<file path="config.mk">
export PLATFORM = sky130hd
export DESIGN_NAME = gpr_gpio
export DESIGN_NICKNAME = d
export VERILOG_FILES = /design/src/pkg/gpr_pkg.sv /design/src/pkg/gpr_port_if.sv /design/src/gpr_sync.sv /design/src/gpr_port.sv /design/src/gpr_gpio.sv
export SDC_FILE = /design/constraint.sdc
export NUM_CORES = 1
export LEC_CHECK = 0
export BUFFER_PORTS_ARGS = -buffer_cell sky130_fd_sc_hd__buf_2
export CAP_MARGIN = 40
export CORE_MARGIN = 3
export CORE_UTILIZATION = 51
export DETAILED_ROUTE_END_ITERATION = 8
export GPL_TIMING_DRIVEN = 0
export PLACE_DENSITY_LB_ADDON = 0.3
export SYNTH_ARGS = -nofsm -noshare
export SYNTH_HDL_FRONTEND = slang
export SYNTH_SLANG_ARGS = --single-unit
</file>
<file path="constraint.sdc">
create_clock -name pclk -period 2.3 [get_ports pclk]
set_input_delay 0.345 -clock pclk [delete_from_list [all_inputs] [get_ports pclk]]
set_output_delay 0.345 -clock pclk [all_outputs]
set_load 0.02 [all_outputs]
</file>
<file path="src/pkg/gpr_pkg.sv">
package gpr_pkg;

	// Geometry
	localparam int GPR_NUM_PORTS = 4;
	localparam int GPR_PORT_W    = 8;
	localparam int GPR_IDX_W     = 6;
	localparam int GPR_ADDR_W    = 8;
	localparam int GPR_DATA_W    = 32;
	localparam int GPR_SYNC_STAGES = 2;

	// Register indices; byte address is four times the index
	localparam logic [GPR_IDX_W-1:0] GPR_GPIO_A_IN_IDX   = 6'h00;
	localparam logic [GPR_IDX_W-1:0] GPR_GPIO_A_DIR_IDX  = 6'h01;
	localparam logic [GPR_IDX_W-1:0] GPR_GPIO_A_OUT_IDX  = 6'h02;
	localparam logic [GPR_IDX_W-1:0] GPR_GPIO_B_IN_IDX   = 6'h03;
	localparam logic [GPR_IDX_W-1:0] GPR_GPIO_B_DIR_IDX  = 6'h04;
	localparam logic [GPR_IDX_W-1:0] GPR_GPIO_B_OUT_IDX  = 6'h05;
	localparam logic [GPR_IDX_W-1:0] GPR_GPIO_C_IN_IDX   = 6'h06;
	localparam logic [GPR_IDX_W-1:0] GPR_GPIO_C_DIR_IDX  = 6'h07;
	localparam logic [GPR_IDX_W-1:0] GPR_GPIO_C_OUT_IDX  = 6'h08;
	localparam logic [GPR_IDX_W-1:0] GPR_GPIO_D_IN_IDX   = 6'h09;
	localparam logic [GPR_IDX_W-1:0] GPR_GPIO_D_DIR_IDX  = 6'h0a;
	localparam logic [GPR_IDX_W-1:0] GPR_GPIO_D_OUT_IDX  = 6'h0b;
	localparam logic [GPR_IDX_W-1:0] GPR_MCU_CONTROL_IDX = 6'h35;

	localparam logic [GPR_IDX_W-1:0] GPR_IN_IDX  [GPR_NUM_PORTS] = '{
		GPR_GPIO_A_IN_IDX, GPR_GPIO_B_IN_IDX, GPR_GPIO_C_IN_IDX, GPR_GPIO_D_IN_IDX};
	localparam logic [GPR_IDX_W-1:0] GPR_DIR_IDX [GPR_NUM_PORTS] = '{
		GPR_GPIO_A_DIR_IDX, GPR_GPIO_B_DIR_IDX, GPR_GPIO_C_DIR_IDX, GPR_GPIO_D_DIR_IDX};
	localparam logic [GPR_IDX_W-1:0] GPR_OUT_IDX [GPR_NUM_PORTS] = '{
		GPR_GPIO_A_OUT_IDX, GPR_GPIO_B_OUT_IDX, GPR_GPIO_C_OUT_IDX, GPR_GPIO_D_OUT_IDX};

	// Control register fields
	localparam int GPR_DEBUG_PORT_DISABLE_BIT   = 7;
	localparam int GPR_PULLUP_GLOBAL_OFF_BIT    = 4;
	localparam int GPR_VECTOR_TABLE_SELECT_BIT  = 1;
	localparam int GPR_VECTOR_CHANGE_ENABLE_BIT = 0;
	localparam logic [GPR_PORT_W-1:0] GPR_CTRL_WMASK = 8'h93;

	// Reset values
	localparam logic [GPR_PORT_W-1:0] GPR_CTRL_RST = 8'h00;
	localparam logic [GPR_PORT_W-1:0] GPR_DIR_RST  = 8'h00;
	localparam logic [GPR_PORT_W-1:0] GPR_OUT_RST  = 8'h00;
	localparam logic [GPR_PORT_W-1:0] GPR_SYNC_RST = 8'h00;
	localparam logic [GPR_DATA_W-1:0] GPR_RDATA_RST = 32'h0000_0000;

	typedef logic [GPR_PORT_W-1:0] gpr_byte_type;

endpackage : gpr_pkg

</file>
<file path="src/pkg/gpr_port_if.sv">
`timescale 1ns/10ps
interface gpr_port_if;
	import gpr_pkg::*;

	logic         wr_dir;
	logic         wr_out;
	gpr_byte_type wdata;
	logic         pullup_off;
	gpr_byte_type dir;
	gpr_byte_type out;
	gpr_byte_type level;

	modport port (input wr_dir, wr_out, wdata, pullup_off, output dir, out, level);
	modport ctrl (output wr_dir, wr_out, wdata, pullup_off, input dir, out, level);

endinterface : gpr_port_if

</file>
<file path="src/gpr_sync.sv">
`timescale 1ns/10ps
module gpr_sync #(
	parameter int WIDTH = 8
) (
	// Clock and reset
	input  wire logic             pclk,
	input  wire logic             presetn,
	// Asynchronous in, synchronous out
	input  wire logic [WIDTH-1:0] async_in,
	output logic      [WIDTH-1:0] sync_out
);
	import gpr_pkg::*;

	logic [WIDTH-1:0] stage1;

	// Stage1 is read only by the second flop
	always_ff @(posedge pclk or negedge presetn) begin
		if (!presetn) begin
			stage1   <= '0;
			sync_out <= '0;
		end else begin
			stage1   <= async_in;
			sync_out <= stage1;
		end
	end

endmodule : gpr_sync

</file>
<file path="src/gpr_port.sv">
`timescale 1ns/10ps
module gpr_port (
	// Clock and reset
	input  wire logic               pclk,
	input  wire logic               presetn,
	// Register side
	gpr_port_if.port                regs,
	// Pins
	input  wire gpr_pkg::gpr_byte_type pin_in,
	output gpr_pkg::gpr_byte_type      pad_out,
	output gpr_pkg::gpr_byte_type      pad_oe,
	output gpr_pkg::gpr_byte_type      pad_pu
);
	import gpr_pkg::*;

	gpr_byte_type next_pu;

	// Pull-up only on an input pin with its output bit set
	assign next_pu = ~pad_oe & pad_out & {GPR_PORT_W{~regs.pullup_off}};

	always_ff @(posedge pclk or negedge presetn) begin
		if (!presetn) begin
			pad_oe  <= GPR_DIR_RST;
			pad_out <= GPR_OUT_RST;
			pad_pu  <= '0;
		end else begin
			if (regs.wr_dir)
				pad_oe <= regs.wdata;
			if (regs.wr_out)
				pad_out <= regs.wdata;
			pad_pu <= next_pu;
		end
	end

	assign regs.dir = pad_oe;
	assign regs.out = pad_out;

	// Pins are asynchronous to pclk
	gpr_sync #(.WIDTH(GPR_PORT_W)) u_sync (
		.pclk     (pclk),
		.presetn  (presetn),
		.async_in (pin_in),
		.sync_out (regs.level)
	);
endmodule : gpr_port

</file>
<file path="src/gpr_gpio.sv">
// Added by the designer: register access over APB.
`timescale 1ns/10ps
// Functional notes
// - Global pull-up off bit forces all pull-ups off regardless of direction and output bits.
// - Control register holds bits 7, 4, 1, 0; others read zero; resets zero.
// - Port A input, direction, output registers decode at indices 0x00, 0x01, 0x02.
// - Port B input, direction, output registers decode at indices 0x03, 0x04, 0x05.
// - Port C input, direction, output registers decode at indices 0x06, 0x07, 0x08.
// - Port D input, direction, output registers decode at indices 0x09, 0x0a, 0x0b.
// - Direction and output registers are fully read/write and reset to zero.
// - Input-level registers are eight bits, ignore writes, follow the pins.
module gpr_gpio (
	// APB clock and reset
	input  wire logic                                   pclk,
	input  wire logic                                   presetn,
	// APB slave
	input  wire logic                                   psel,
	input  wire logic                                   penable,
	input  wire logic                                   pwrite,
	input  wire logic [gpr_pkg::GPR_ADDR_W-1:0]         paddr,
	input  wire logic [gpr_pkg::GPR_DATA_W-1:0]         pwdata,
	input  wire logic [3:0]                             pstrb,
	output logic      [gpr_pkg::GPR_DATA_W-1:0]         prdata,
	output logic                                        pready,
	output logic                                        pslverr,
	// Port pins
	input  wire gpr_pkg::gpr_byte_type [gpr_pkg::GPR_NUM_PORTS-1:0] pin_in,
	output gpr_pkg::gpr_byte_type      [gpr_pkg::GPR_NUM_PORTS-1:0] pin_out,
	output gpr_pkg::gpr_byte_type      [gpr_pkg::GPR_NUM_PORTS-1:0] pin_oe,
	output gpr_pkg::gpr_byte_type      [gpr_pkg::GPR_NUM_PORTS-1:0] pin_pullup_en,
	// System control bits
	output logic                                        debug_port_disable,
	output logic                                        vector_table_select,
	output logic                                        vector_select_change_enable
);
	import gpr_pkg::*;

	function automatic logic reg_hit(input logic [GPR_IDX_W-1:0] idx,
		input logic [GPR_IDX_W-1:0] target, input logic word_aligned);
		reg_hit = word_aligned && (idx == target);
	endfunction : reg_hit

	// Bus decode
	wire logic [GPR_IDX_W-1:0] reg_idx;
	wire logic                 aligned;
	wire logic                 access;
	wire logic                 wr_ok;
	wire logic                 rd_prep;
	wire logic                 hit_ctrl;
	wire logic                 mapped;

	assign reg_idx  = paddr[GPR_ADDR_W-1:2];
	assign aligned  = (paddr[1:0] == 2'h0);
	assign access   = psel && penable;
	// Write lands only at the edge where pready is sampled high
	assign wr_ok    = access && pready && pwrite && pstrb[0];
	assign rd_prep  = access && !pready;
	assign hit_ctrl = reg_hit(reg_idx, GPR_MCU_CONTROL_IDX, aligned);

	logic [GPR_NUM_PORTS-1:0] hit_in;
	logic [GPR_NUM_PORTS-1:0] hit_dir;
	logic [GPR_NUM_PORTS-1:0] hit_out;
	gpr_byte_type             dir_all   [GPR_NUM_PORTS];
	gpr_byte_type             out_all   [GPR_NUM_PORTS];
	gpr_byte_type             level_all [GPR_NUM_PORTS];
	gpr_byte_type             ctrl;

	genvar gi;
	generate
		for (gi = 0; gi < GPR_NUM_PORTS; gi++) begin : g_port
			gpr_port_if port_bus ();

			assign hit_in[gi]  = reg_hit(reg_idx, GPR_IN_IDX[gi], aligned);
			assign hit_dir[gi] = reg_hit(reg_idx, GPR_DIR_IDX[gi], aligned);
			assign hit_out[gi] = reg_hit(reg_idx, GPR_OUT_IDX[gi], aligned);

			assign port_bus.wr_dir     = wr_ok && hit_dir[gi];
			assign port_bus.wr_out     = wr_ok && hit_out[gi];
			assign port_bus.wdata      = pwdata[GPR_PORT_W-1:0];
			assign port_bus.pullup_off = ctrl[GPR_PULLUP_GLOBAL_OFF_BIT];
			assign dir_all[gi]         = port_bus.dir;
			assign out_all[gi]         = port_bus.out;
			assign level_all[gi]       = port_bus.level;

			gpr_port u_port (
				.pclk    (pclk),
				.presetn (presetn),
				.regs    (port_bus.port),
				.pin_in  (pin_in[gi]),
				.pad_out (pin_out[gi]),
				.pad_oe  (pin_oe[gi]),
				.pad_pu  (pin_pullup_en[gi])
			);
		end
	endgenerate

	assign mapped = hit_ctrl || (|hit_in) || (|hit_dir) || (|hit_out);

	// Read mux; unmapped reads give zero
	gpr_byte_type next_rbyte;
	always_comb begin
		next_rbyte = hit_ctrl ? ctrl : '0;
		for (int p = 0; p < GPR_NUM_PORTS; p++) begin
			if (hit_in[p])
				next_rbyte = level_all[p];
			if (hit_dir[p])
				next_rbyte = dir_all[p];
			if (hit_out[p])
				next_rbyte = out_all[p];
		end
	end

	// One wait state: read data is registered on the same edge that raises pready
	always_ff @(posedge pclk or negedge presetn) begin
		if (!presetn) begin
			pready  <= 1'b0;
			pslverr <= 1'b0;
			prdata  <= GPR_RDATA_RST;
		end else begin
			pready  <= rd_prep;
			pslverr <= rd_prep && !mapped;
			if (rd_prep)
				prdata <= {{(GPR_DATA_W-GPR_PORT_W){1'b0}}, next_rbyte};
		end
	end

	// Control register: writes keep bits 7, 4, 1, 0 and clear the rest
	always_ff @(posedge pclk or negedge presetn) begin
		if (!presetn)
			ctrl <= GPR_CTRL_RST;
		else if (wr_ok && hit_ctrl)
			ctrl <= pwdata[GPR_PORT_W-1:0] & GPR_CTRL_WMASK;
	end

	assign debug_port_disable          = ctrl[GPR_DEBUG_PORT_DISABLE_BIT];
	assign vector_table_select         = ctrl[GPR_VECTOR_TABLE_SELECT_BIT];
	assign vector_select_change_enable = ctrl[GPR_VECTOR_CHANGE_ENABLE_BIT];
endmodule : gpr_gpio

</file>
# ---- Word-level counts from Yosys, hierarchy flattened
# Index checks and enable logic that the tools add are counted.
# Widths: inputs -> output; s select.
dict set report classes {
  eq_ne 12
  n_reduce_logical 38
  mux 13
  bitwise_logic 13
}
# cell n
set ops {}
lappend ops {{$mux 8} 13}
lappend ops {{$and 8x8->8} 8}
lappend ops {{$not 8->8} 4}
lappend ops {{$logic_and 1x1->1} 28}
lappend ops {{$eq 6x3->1 const B} 4}
lappend ops {{$eq 6x4->1 const B} 4}
lappend ops {{$eq 6x2->1 const B} 2}
lappend ops {{$reduce_or 4->1} 3}
lappend ops {{$eq 6x1->1 const B} 1}
lappend ops {{$eq 6x6->1 const B} 1}
lappend ops {{$logic_not 6->1} 1}
lappend ops {{$logic_or 1x1->1} 3}
lappend ops {{$logic_not 1->1} 2}
lappend ops {{$logic_not 2->1} 1}
lappend ops {{$not 1->1} 1}
dict set report word_totals {
  inputBits 81
  out_inout_bits 133
  regBits 174
  elab_cells 100
}

# ---- Longest topological paths before layout
# Gate-level depths: netlist of the first run.
dict set report logic_depth {
  ltp_word 15
  depth_mapped 8
}

# ---- Cells and area by module
# A second synthesis of the first run with hierarchy kept.
dict set report unflattened {
  cells_unflattened 570
  hier_area_um2 7877.6
}
# mod instances area_per_inst_um2 cells_each
set by_module_without_submodules {}
lappend by_module_without_submodules {gpr_port 4 1048.5 67}
lappend by_module_without_submodules {gpr_gpio 1 2082.0 238}
lappend by_module_without_submodules {gpr_sync 4 400.4 16}

# ---- Least setup slack after synthesis of the first run
# No wires, ideal clock.
dict set report synth_path {
  kind {input to register}
  start {in paddr[1] (netlist bit)}
  end {reg g_port[0].u_port.pad_oe[0]}
  slack_ns 0.013
  cell_stages 6
  arrival_ns 2.162
  required_ns 2.175
  setup_time_ns 0.125
  path_buffers 2
  path_cell_list {or4_4 buf_6 or3_4 buf_6 nor3_4 mux2_2}
}
dict set report synth_between {
  elab_chain_len 3
}
# item line_no
set synth_rtl {}
lappend synth_rtl {{from (decl)} gpr_gpio.sv:20} ;# input wire logic [gpr_pkg::GPR_ADDR_W-1:0] paddr,
lappend synth_rtl {{$logic_not 2->1} gpr_gpio.sv:53} ;# assign aligned = (paddr[1:0] == 2'h0);
lappend synth_rtl {{$logic_and 1x1->1} gpr_gpio.sv:40} ;# reg_hit = word_aligned && (idx == target);
lappend synth_rtl {{$logic_and 1x1->1} gpr_gpio.sv:77} ;# assign port_bus.wr_dir = wr_ok && hit_dir[gi];
lappend synth_rtl {{to (signal assigned)} gpr_port.sv:28} ;# pad_oe <= regs.wdata;
lappend synth_rtl {{to (decl)} gpr_port.sv:11} ;# output gpr_pkg::gpr_byte_type pad_oe,
# Every way passes these cells.
# A chain may end at the register's enable or synchronous reset.

# ---- Worst setup path after layout of the first run
dict set report layout_path {
  start {in paddr[3] (netlist bit)}
  end {reg prdata[0] (netlist bit)}
}
dict set report layout_between {
  elab_chain_len 15
}
# item line_no
set layout_rtl {}
lappend layout_rtl {{$eq 6x6->1} gpr_gpio.sv:40}
lappend layout_rtl {{$logic_and 1x1->1} gpr_gpio.sv:40}
lappend layout_rtl {{$mux 8} gpr_gpio.sv:102} ;# next_rbyte = hit_ctrl ? ctrl : '0;
lappend layout_rtl {{$mux 8} gpr_gpio.sv:104} ;# if (hit_in[p])
lappend layout_rtl {{$mux 8} gpr_gpio.sv:106} ;# if (hit_dir[p])
lappend layout_rtl {{$mux 8} gpr_gpio.sv:108} ;# if (hit_out[p])
lappend layout_rtl {{$mux 8} gpr_gpio.sv:104}
lappend layout_rtl {{$mux 8} gpr_gpio.sv:106}
lappend layout_rtl {{$mux 8} gpr_gpio.sv:108}
lappend layout_rtl {{$mux 8} gpr_gpio.sv:104}
lappend layout_rtl {{$mux 8} gpr_gpio.sv:106}
lappend layout_rtl {{$mux 8} gpr_gpio.sv:108}
lappend layout_rtl {{$mux 8} gpr_gpio.sv:104}
lappend layout_rtl {{$mux 8} gpr_gpio.sv:106}
lappend layout_rtl {{$mux 8 (*)} gpr_gpio.sv:108}
lappend layout_rtl {{to (signal assigned)} gpr_gpio.sv:123} ;# prdata <= {{(GPR_DATA_W-GPR_PORT_W){1'b0}}, next_rbyte};
lappend layout_rtl {{to (decl)} gpr_gpio.sv:23} ;# output logic [gpr_pkg::GPR_DATA_W-1:0] prdata,
# Mark *: on every way between the ends. The rest lies on a longest branch, timed or not.

==> results of run 1 <==
[state kept, by name, indices dropped and copies added, names as in the netlist]
| signal | flops |
|---|---|
| prdata | 8 |
| g_port.u_port.pad_oe | 32 |
| pready | 1 |
| g_port.u_port.pad_out | 32 |
| pslverr | 1 |
| g_port.u_port.u_sync.sync_out | 32 |
| g_port.u_port.u_sync.stage1 | 32 |
| g_port.u_port.pad_pu | 32 |
| ctrl | 4 |
[cells in the mapped netlist, drive strengths merged (2+ instances only)]
cell and n:
or3b 2, inv 5, a311oi 4, dfrtp 174, o22ai 12, mux4 2, a211oi 4, mux2i 12
nand4 4, o31ai 2, nor2 17, o21ai 16, nor4 2, a22oi 7, or3 3, mux2 71
or2 2, o221ai 3, a21oi 22, nand2b 7, nor3 18, clkbuf 17, a31oi 5, buf 33
o211ai 5, nand3 5, nand2 34, nor3b 30, nor2b 4
[timing repair]
| item | 4_1_cts | 5_1_grt |
|---|---|---|
| resized for setup | 6 | 3 |
| hold endpoints to repair | 81 | 9 |
| pin swaps | 0 | 1 |
| setup endpoints to repair | 23 | 14 |
| hold buffers | 2 | 9 |
| setup buffers | 0 | 2 |
[power by group through the flow]
stage               clock network, mW  logic, mW  registers (mW)
floorplan                           0      0.197            3.22
global placement                    0      0.399            3.21
detailed placement                  0      0.415            3.21
CTS                              2.74      0.422            3.15
global route                     2.89      0.476            3.16
finish                           2.72      0.434            3.15
[worst max path at each step]
stage / to / slack (ps)
5_1_grt: g_port[1].u_port.pad_oe[6]$_DFFE_PN0P_ / -10
2_1_floorplan: g_port[0].u_port.pad_oe[0]$_DFFE_PN0P_ / 10
6_report: prdata[0]$_DFFE_PN0P_ / 50
3_5_place_dp: prdata[2]$_DFFE_PN0P_ / -880
4_1_cts: g_port[2].u_port.pad_out[0]$_DFFE_PN0P_ / 20
3_3_place_gp: g_port[1].u_port.u_sync.stage1[0]$_DFF_PN0_ / -1570
[layer usage]
| metal | wire, microns | part of all wire |
|---|---|---|
| met2 | 9970 | 0.49 |
| met3 | 1510 | 0.074 |
| met5 | 7 | 0.00034 |
| met1 | 8600 | 0.42 |
| met4 | 208 | 0.010 |
[area by class of cell]
cell class,instances,area [sq um]
repair buffers,175,968
well taps,176,220
multi-input cells,329,2430
clock inverters,12,113
inverters,6,22.5
clock buffers,20,437
plain buffers,50,313
flip-flops and latches,174,4350
fillers,1035,4490
[cell families after synthesis]
kind of cell | share of synthesized area
and+or+nand+nor | 0.116
buffers and inverters | 0.0460
DFF | 0.621
other | 0.000535
muxes | 0.138
AOI/OAI and AO/OA | 0.0791
[stage by stage]
step,hold WS [ps],utilization
after floorplan,49.4,-
after detailed placement,335,0.611
after CTS,2.02,0.656
after global placement,333,0.609
after global routing,0.494,0.664
final,15.0,0.664
==> out/results.txt, run 1 <==
status -> finished clean
Post-Syn Area -> 7010 sq um
CTS Sinks -> 174
Worst Skew -> 9.21 ps
number of flops mapped to enable cells by yosys -> 0
die height -> 123 microns
Clock power frac -> 0.431
CTS tree -> done
Critical R2R Capture -> g_port[1].u_port.pad_oe[0]$_DFFE_PN0P_
area delta synth->final -> 26.4%
RR Startpoint -> pready$_DFF_PN0_
initial core utilization -> 0.525
crit path DAT -> 2550 ps
Internal -> 4.77 mW
Core Area -> 13,300 sq um
Ports -> 214
syn avg cell area -> 13.1 sq um
crit path cell chain -> buf_2 -> buf_2 -> clkdlybuf4s15_2 -> mux2_2 -> a22oi_1 -> o22ai_1 -> o31ai_1 -> nand2_1
Flop pwr share -> 0.500
final cell count without fillers -> 942
grt total ovfl -> 0
critical-path maximum fanout -> 10
Placement Cell Area -> 8160 sq um
Comb pwr share -> 0.069
WL/cell -> 21.5 microns
number of nets in the layout -> 834
leakage -> 4.58 nW
pre-CTS setup slack -> -882 ps
hpwl dp -> 14,500 microns
DRT Pass-1 Iters -> 5
most frequent cells in the layout -> dfrtp_1, buf_2, mux2_2, nand2_1, nor3b_1
fmax -> 0.445 GHz
Final TNS setup -> 0 ps
DRT antenna net count -> 0
leading area contributor after synthesis -> dfrtp_1
Worst Max-Slew Pin Slew -> 811 ps
CP Launch Point -> paddr[3]
Detailed Route WL -> 20,300 microns
Num CTS Buffers -> 17
Max H-tree Level -> 4
synthesis-stage register bit count -> 174
PD cells -> 712 nW/um^2
initial antenna violation count -> 1
placed cells -> 897
hold path startpoint -> pin_in[31]
fraction of layout cells with a size suffix above 1 -> 0.410
startpoint types -> input port
slew margin rel. -> 0.459
first-pass GRT wire length -> 30,600 microns
vias per inst -> 5.53
max cap viols -> 0
worst stage delay on the critical path -> 510 ps
met3 Resource Use GR -> 0.0759
FF-to-FF path depth -> 5
port bufs -> 161
Psw -> 1.53 mW
# setup viols final -> 0
Final Cycle Share -> 0.977
CP most frequent cell -> buf_2
final total power -> 6.31 mW
Seq/Total Area, Yosys -> 0.621
via count -> 5,206
Max Buffers Root-to-Sink -> 2
Req. time, crit path -> 2600 ps
setup ws final -> 51.8 ps
Die X -> 123 microns
Yosys cell types -> 52
worst skew pair latency -> 430 ps
pin count of the biggest net entering global routing -> 95
num rows -> 42
RSZ-0062 raised after global routing -> true
CTS clk-pin slew, worst paths -> 70 ps
Hold Vio Cnt, Final -> 0
vias in the first global route -> 5,313
WP buf/inv -> 3
post-route cell area -> 8860 sq um
gr usage total -> 0.276
top post-synthesis cells by area -> dfrtp_1, mux2_2, nor3b_1
kind of cell adding the most delay to the critical path -> buffers and inverters
Synth top area share -> 0.621
ys async rst share -> 1.00
DR DRC count -> 0
most common cell after layout, fill and taps aside -> dfrtp_1
GRT busiest layer -> met2
Worst VDD drop -> 564 uV
Worst Hold End -> g_port[3].u_port.u_sync.stage1[7]$_DFF_PN0_
Min-Delay Path Class -> in -> reg
Die Area -> 15,200 sq um
Slew Viols, Final -> 0
Levels on crit path -> 8
slowest CP cell -> clkdlybuf4s15_2
fin crit period -> 2250 ps
number of cells on the worst hold path -> 1
Final Wtd Congestion -> 0.927
grt met1 use -> 0.377
Worst R2R Setup Slack -> 100 ps
Root Driver -> clkbuf_16
CP endpoint kind -> flip-flop
Cells after Synth -> 536
Main synth FF type -> dfrtp_1
Sw Ratio -> 0.243
Setup CP Type -> in -> reg
# diodes -> 0
initial drt markers -> 361
Syn. warnings -> 0
met2 GRT Util -> 0.439
(Power assumes the default switching activity.)
==> run 2, diff against run 1 <==
--- a/config.mk
+++ b/config.mk
@@ -11,7 +11,7 @@
 export CORE_UTILIZATION = 51
 export DETAILED_ROUTE_END_ITERATION = 8
 export GPL_TIMING_DRIVEN = 0
-export PLACE_DENSITY_LB_ADDON = 0.3
+export PLACE_DENSITY_LB_ADDON = 0.12
 export SYNTH_ARGS = -nofsm -noshare
 export SYNTH_HDL_FRONTEND = slang
 export SYNTH_SLANG_ARGS = --single-unit
==> out/results.txt, run 2 (same netlist as run 1, synthesis figures left out) <==
status -> finished clean
routed length on met2 -> 9350 microns (-6.2%)
most frequent cells in the layout -> dfrtp_1, buf_2, mux2_2, nand2_1, buf_4
PD cells -> 725 nW/um^2 (+1.8%)
Final Cycle Share -> 0.994 (+0.0164)
Core Area -> 13,300 sq um (unchanged)
Worst VDD drop -> 557 uV (-1.2%)
RR Startpoint -> pready$_DFF_PN0_
DR DRC count -> 0 (unchanged)
CTS tree -> done
CTS clk-pin slew, worst paths -> 60 ps (about the same)
grt total ovfl -> 0 (unchanged)
Internal -> 4.90 mW (+2.6%)
worst skew pair latency -> 420 ps (about the same)
Worst Hold End -> g_port[0].u_port.u_sync.stage1[4]$_DFF_PN0_
Worst R2R Setup Slack -> 130 ps (+30 ps)
initial drt markers -> 422 (+17%)
FF-to-FF path depth -> 5 (unchanged)
Final Wtd Congestion -> 0.867 (-6.5%)
first-pass GRT wire length -> 30,000 microns (-2.1%)
number of cells on the worst hold path -> 1 (unchanged)
Fill cells -> 1,066 (+3.0%)
RSZ-0062 raised after global routing -> false
Min-Delay Path Class -> in -> reg
Worst Skew -> 9.04 ps (-0.162 ps)
Comb pwr share -> 0.067 (-0.002)
number of nets in the layout -> 829 (-0.60%)
Max Buffers Root-to-Sink -> 2 (unchanged)
max cap viols -> 0 (unchanged)
Ports -> 214 (unchanged)
initial core utilization -> 0.525 (unchanged)
Critical R2R Capture -> g_port[1].u_port.pad_oe[5]$_DFFE_PN0P_
Root Driver -> clkbuf_16
fraction of layout cells with a size suffix above 1 -> 0.424 (+0.0138)
fin crit period -> 2290 ps (+37.8 ps)
# diodes -> 0 (unchanged)
Hold Vio Cnt, Final -> 0 (unchanged)
Max Used Layer -> met4
slew margin rel. -> 0.466 (+0.00654)
Fin Hold WS -> 25.2 ps (+10.3 ps)
hold path startpoint -> pin_in[4]
Die X -> 123 microns (unchanged)
Layout Utilization -> 0.662 (-0.00188)
num rows -> 42 (unchanged)
Die Area -> 15,200 sq um (unchanged)
initial antenna violation count -> 0 (-1)
most common cell after layout, fill and taps aside -> dfrtp_1
vias per inst -> 5.49 (-0.58%)
Psw -> 1.51 mW (-1.8%)
crit path DAT -> 2560 ps (about the same)
critical-path maximum fanout -> 10 (unchanged)
port bufs -> 161 (unchanged)
Worst Max-Slew Pin Slew -> 801 ps (-9.80 ps)
leakage -> 4.58 nW (-0.11%)
Clock power frac -> 0.441 (+0.010)
# setup viols final -> 0 (unchanged)
area delta synth->final -> 26.0%
pin count of the biggest net entering global routing -> 95 (unchanged)
vias in the first global route -> 5,171 (-2.7%)
hpwl dp -> 14,200 microns (-2.3%)
Slew Viols, Final -> 0 (unchanged)
CTS Sinks -> 174 (unchanged)
Detailed Route WL -> 19,700 microns (-2.9%)
Max H-tree Level -> 4 (unchanged)
Req. time, crit path -> 2570 ps (-30 ps)
met3 wire len -> 1580 microns (+4.4%)
die height -> 123 microns (unchanged)
fmax -> 0.437 GHz (-1.7%)
via count -> 5,143 (-1.2%)
Setup CP Type -> in -> reg
Reg area -> 4350 sq um (unchanged)
Sw Ratio -> 0.235 (-0.00803)
gr usage total -> 0.270 (-0.00632)
Num CTS Buffers -> 17 (unchanged)
WL/cell -> 21.1 microns (-2.3%)
startpoint types -> input port
Flop pwr share -> 0.493 (-0.007)
area occupied by multi-input gates -> 2440 sq um (+0.36%)
DRT antenna net count -> 0 (unchanged)
CP endpoint kind -> flip-flop
DRT Pass-1 Iters -> 5 (unchanged)
Metal-1 WL -> 8570 microns (-0.38%)
## run 2: per-stage QoR
step                area (sq um)  TNS [ps]  cells  power (mW)  setup WS, ps
detailed placement          8180    -30680    899        3.63          -819
finish                      8830         0    936        6.40          14.0
global placement            8120   -313950    896        3.61         -1630
floorplan                   7100         0    559        3.41          13.5
global route                8830         0    936        6.62          3.12
CTS                         8790     -5.12    931        6.43         -5.12
## run 2: metal layers
layer | up-vias | GRT usage
met2 | 254 | 0.416
met1 | 2544 | 0.390
met5 | - | 0
met4 | 0 | 0.0706
li1 | 2319 | -
met3 | 26 | 0.0608
## run 2: how the worst max path moves through the flow
stage,start,to,slack (ps),cells after the start
final,paddr[2],prdata[2]$_DFFE_PN0P_,10,7
after global routing,paddr[2],prdata[0]$_DFFE_PN0P_,3,8
after CTS,pready$_DFF_PN0_,g_port[2].u_port.pad_out[7]$_DFFE_PN0P_,-5,4
after detailed placement,paddr[2],prdata[2]$_DFFE_PN0P_,-820,7
after global placement,presetn,g_port[0].u_port.pad_pu[0]$_DFF_PN0_,-1630,1
after floorplan,paddr[1],g_port[0].u_port.pad_oe[0]$_DFFE_PN0P_,10,6
## run 2: power by group through the flow
stage | clock (mW) | combinational, mW | sequential [mW]
2_1_floorplan | 0 | 0.197 | 3.22
3_3_place_gp | 0 | 0.401 | 3.21
3_5_place_dp | 0 | 0.416 | 3.21
4_1_cts | 2.85 | 0.421 | 3.16
5_1_grt | 3.00 | 0.467 | 3.16
6_report | 2.82 | 0.427 | 3.15
## run 2: worst max-delay path, cell delays in order
cell,delay [ps]
clkbuf_1,360
buf_2,410
clkbuf_2,410
buf_2,350
nor2_1,80
a221oi_1,410
o21ai_0,180
## run 2: timing repair
item                                   in CTS  in global routing
pin swaps                                   0                  2
hold buffers                                1                  0
endpoints found under the hold margin      80                  0
setup endpoints to repair                  19                 37
resized for setup                           5                  4
buffers inserted                            0                  5
## run 2: area by class of cell
type / instances / area share
clock inverter: 12 / 0.0156
tap: 176 / 0.0249
buffer: 50 / 0.0347
inverter: 6 / 0.00255
timing repair buffer: 170 / 0.103
clock buffer: 19 / 0.0501
multi-input combinational: 329 / 0.276
sequential: 174 / 0.493
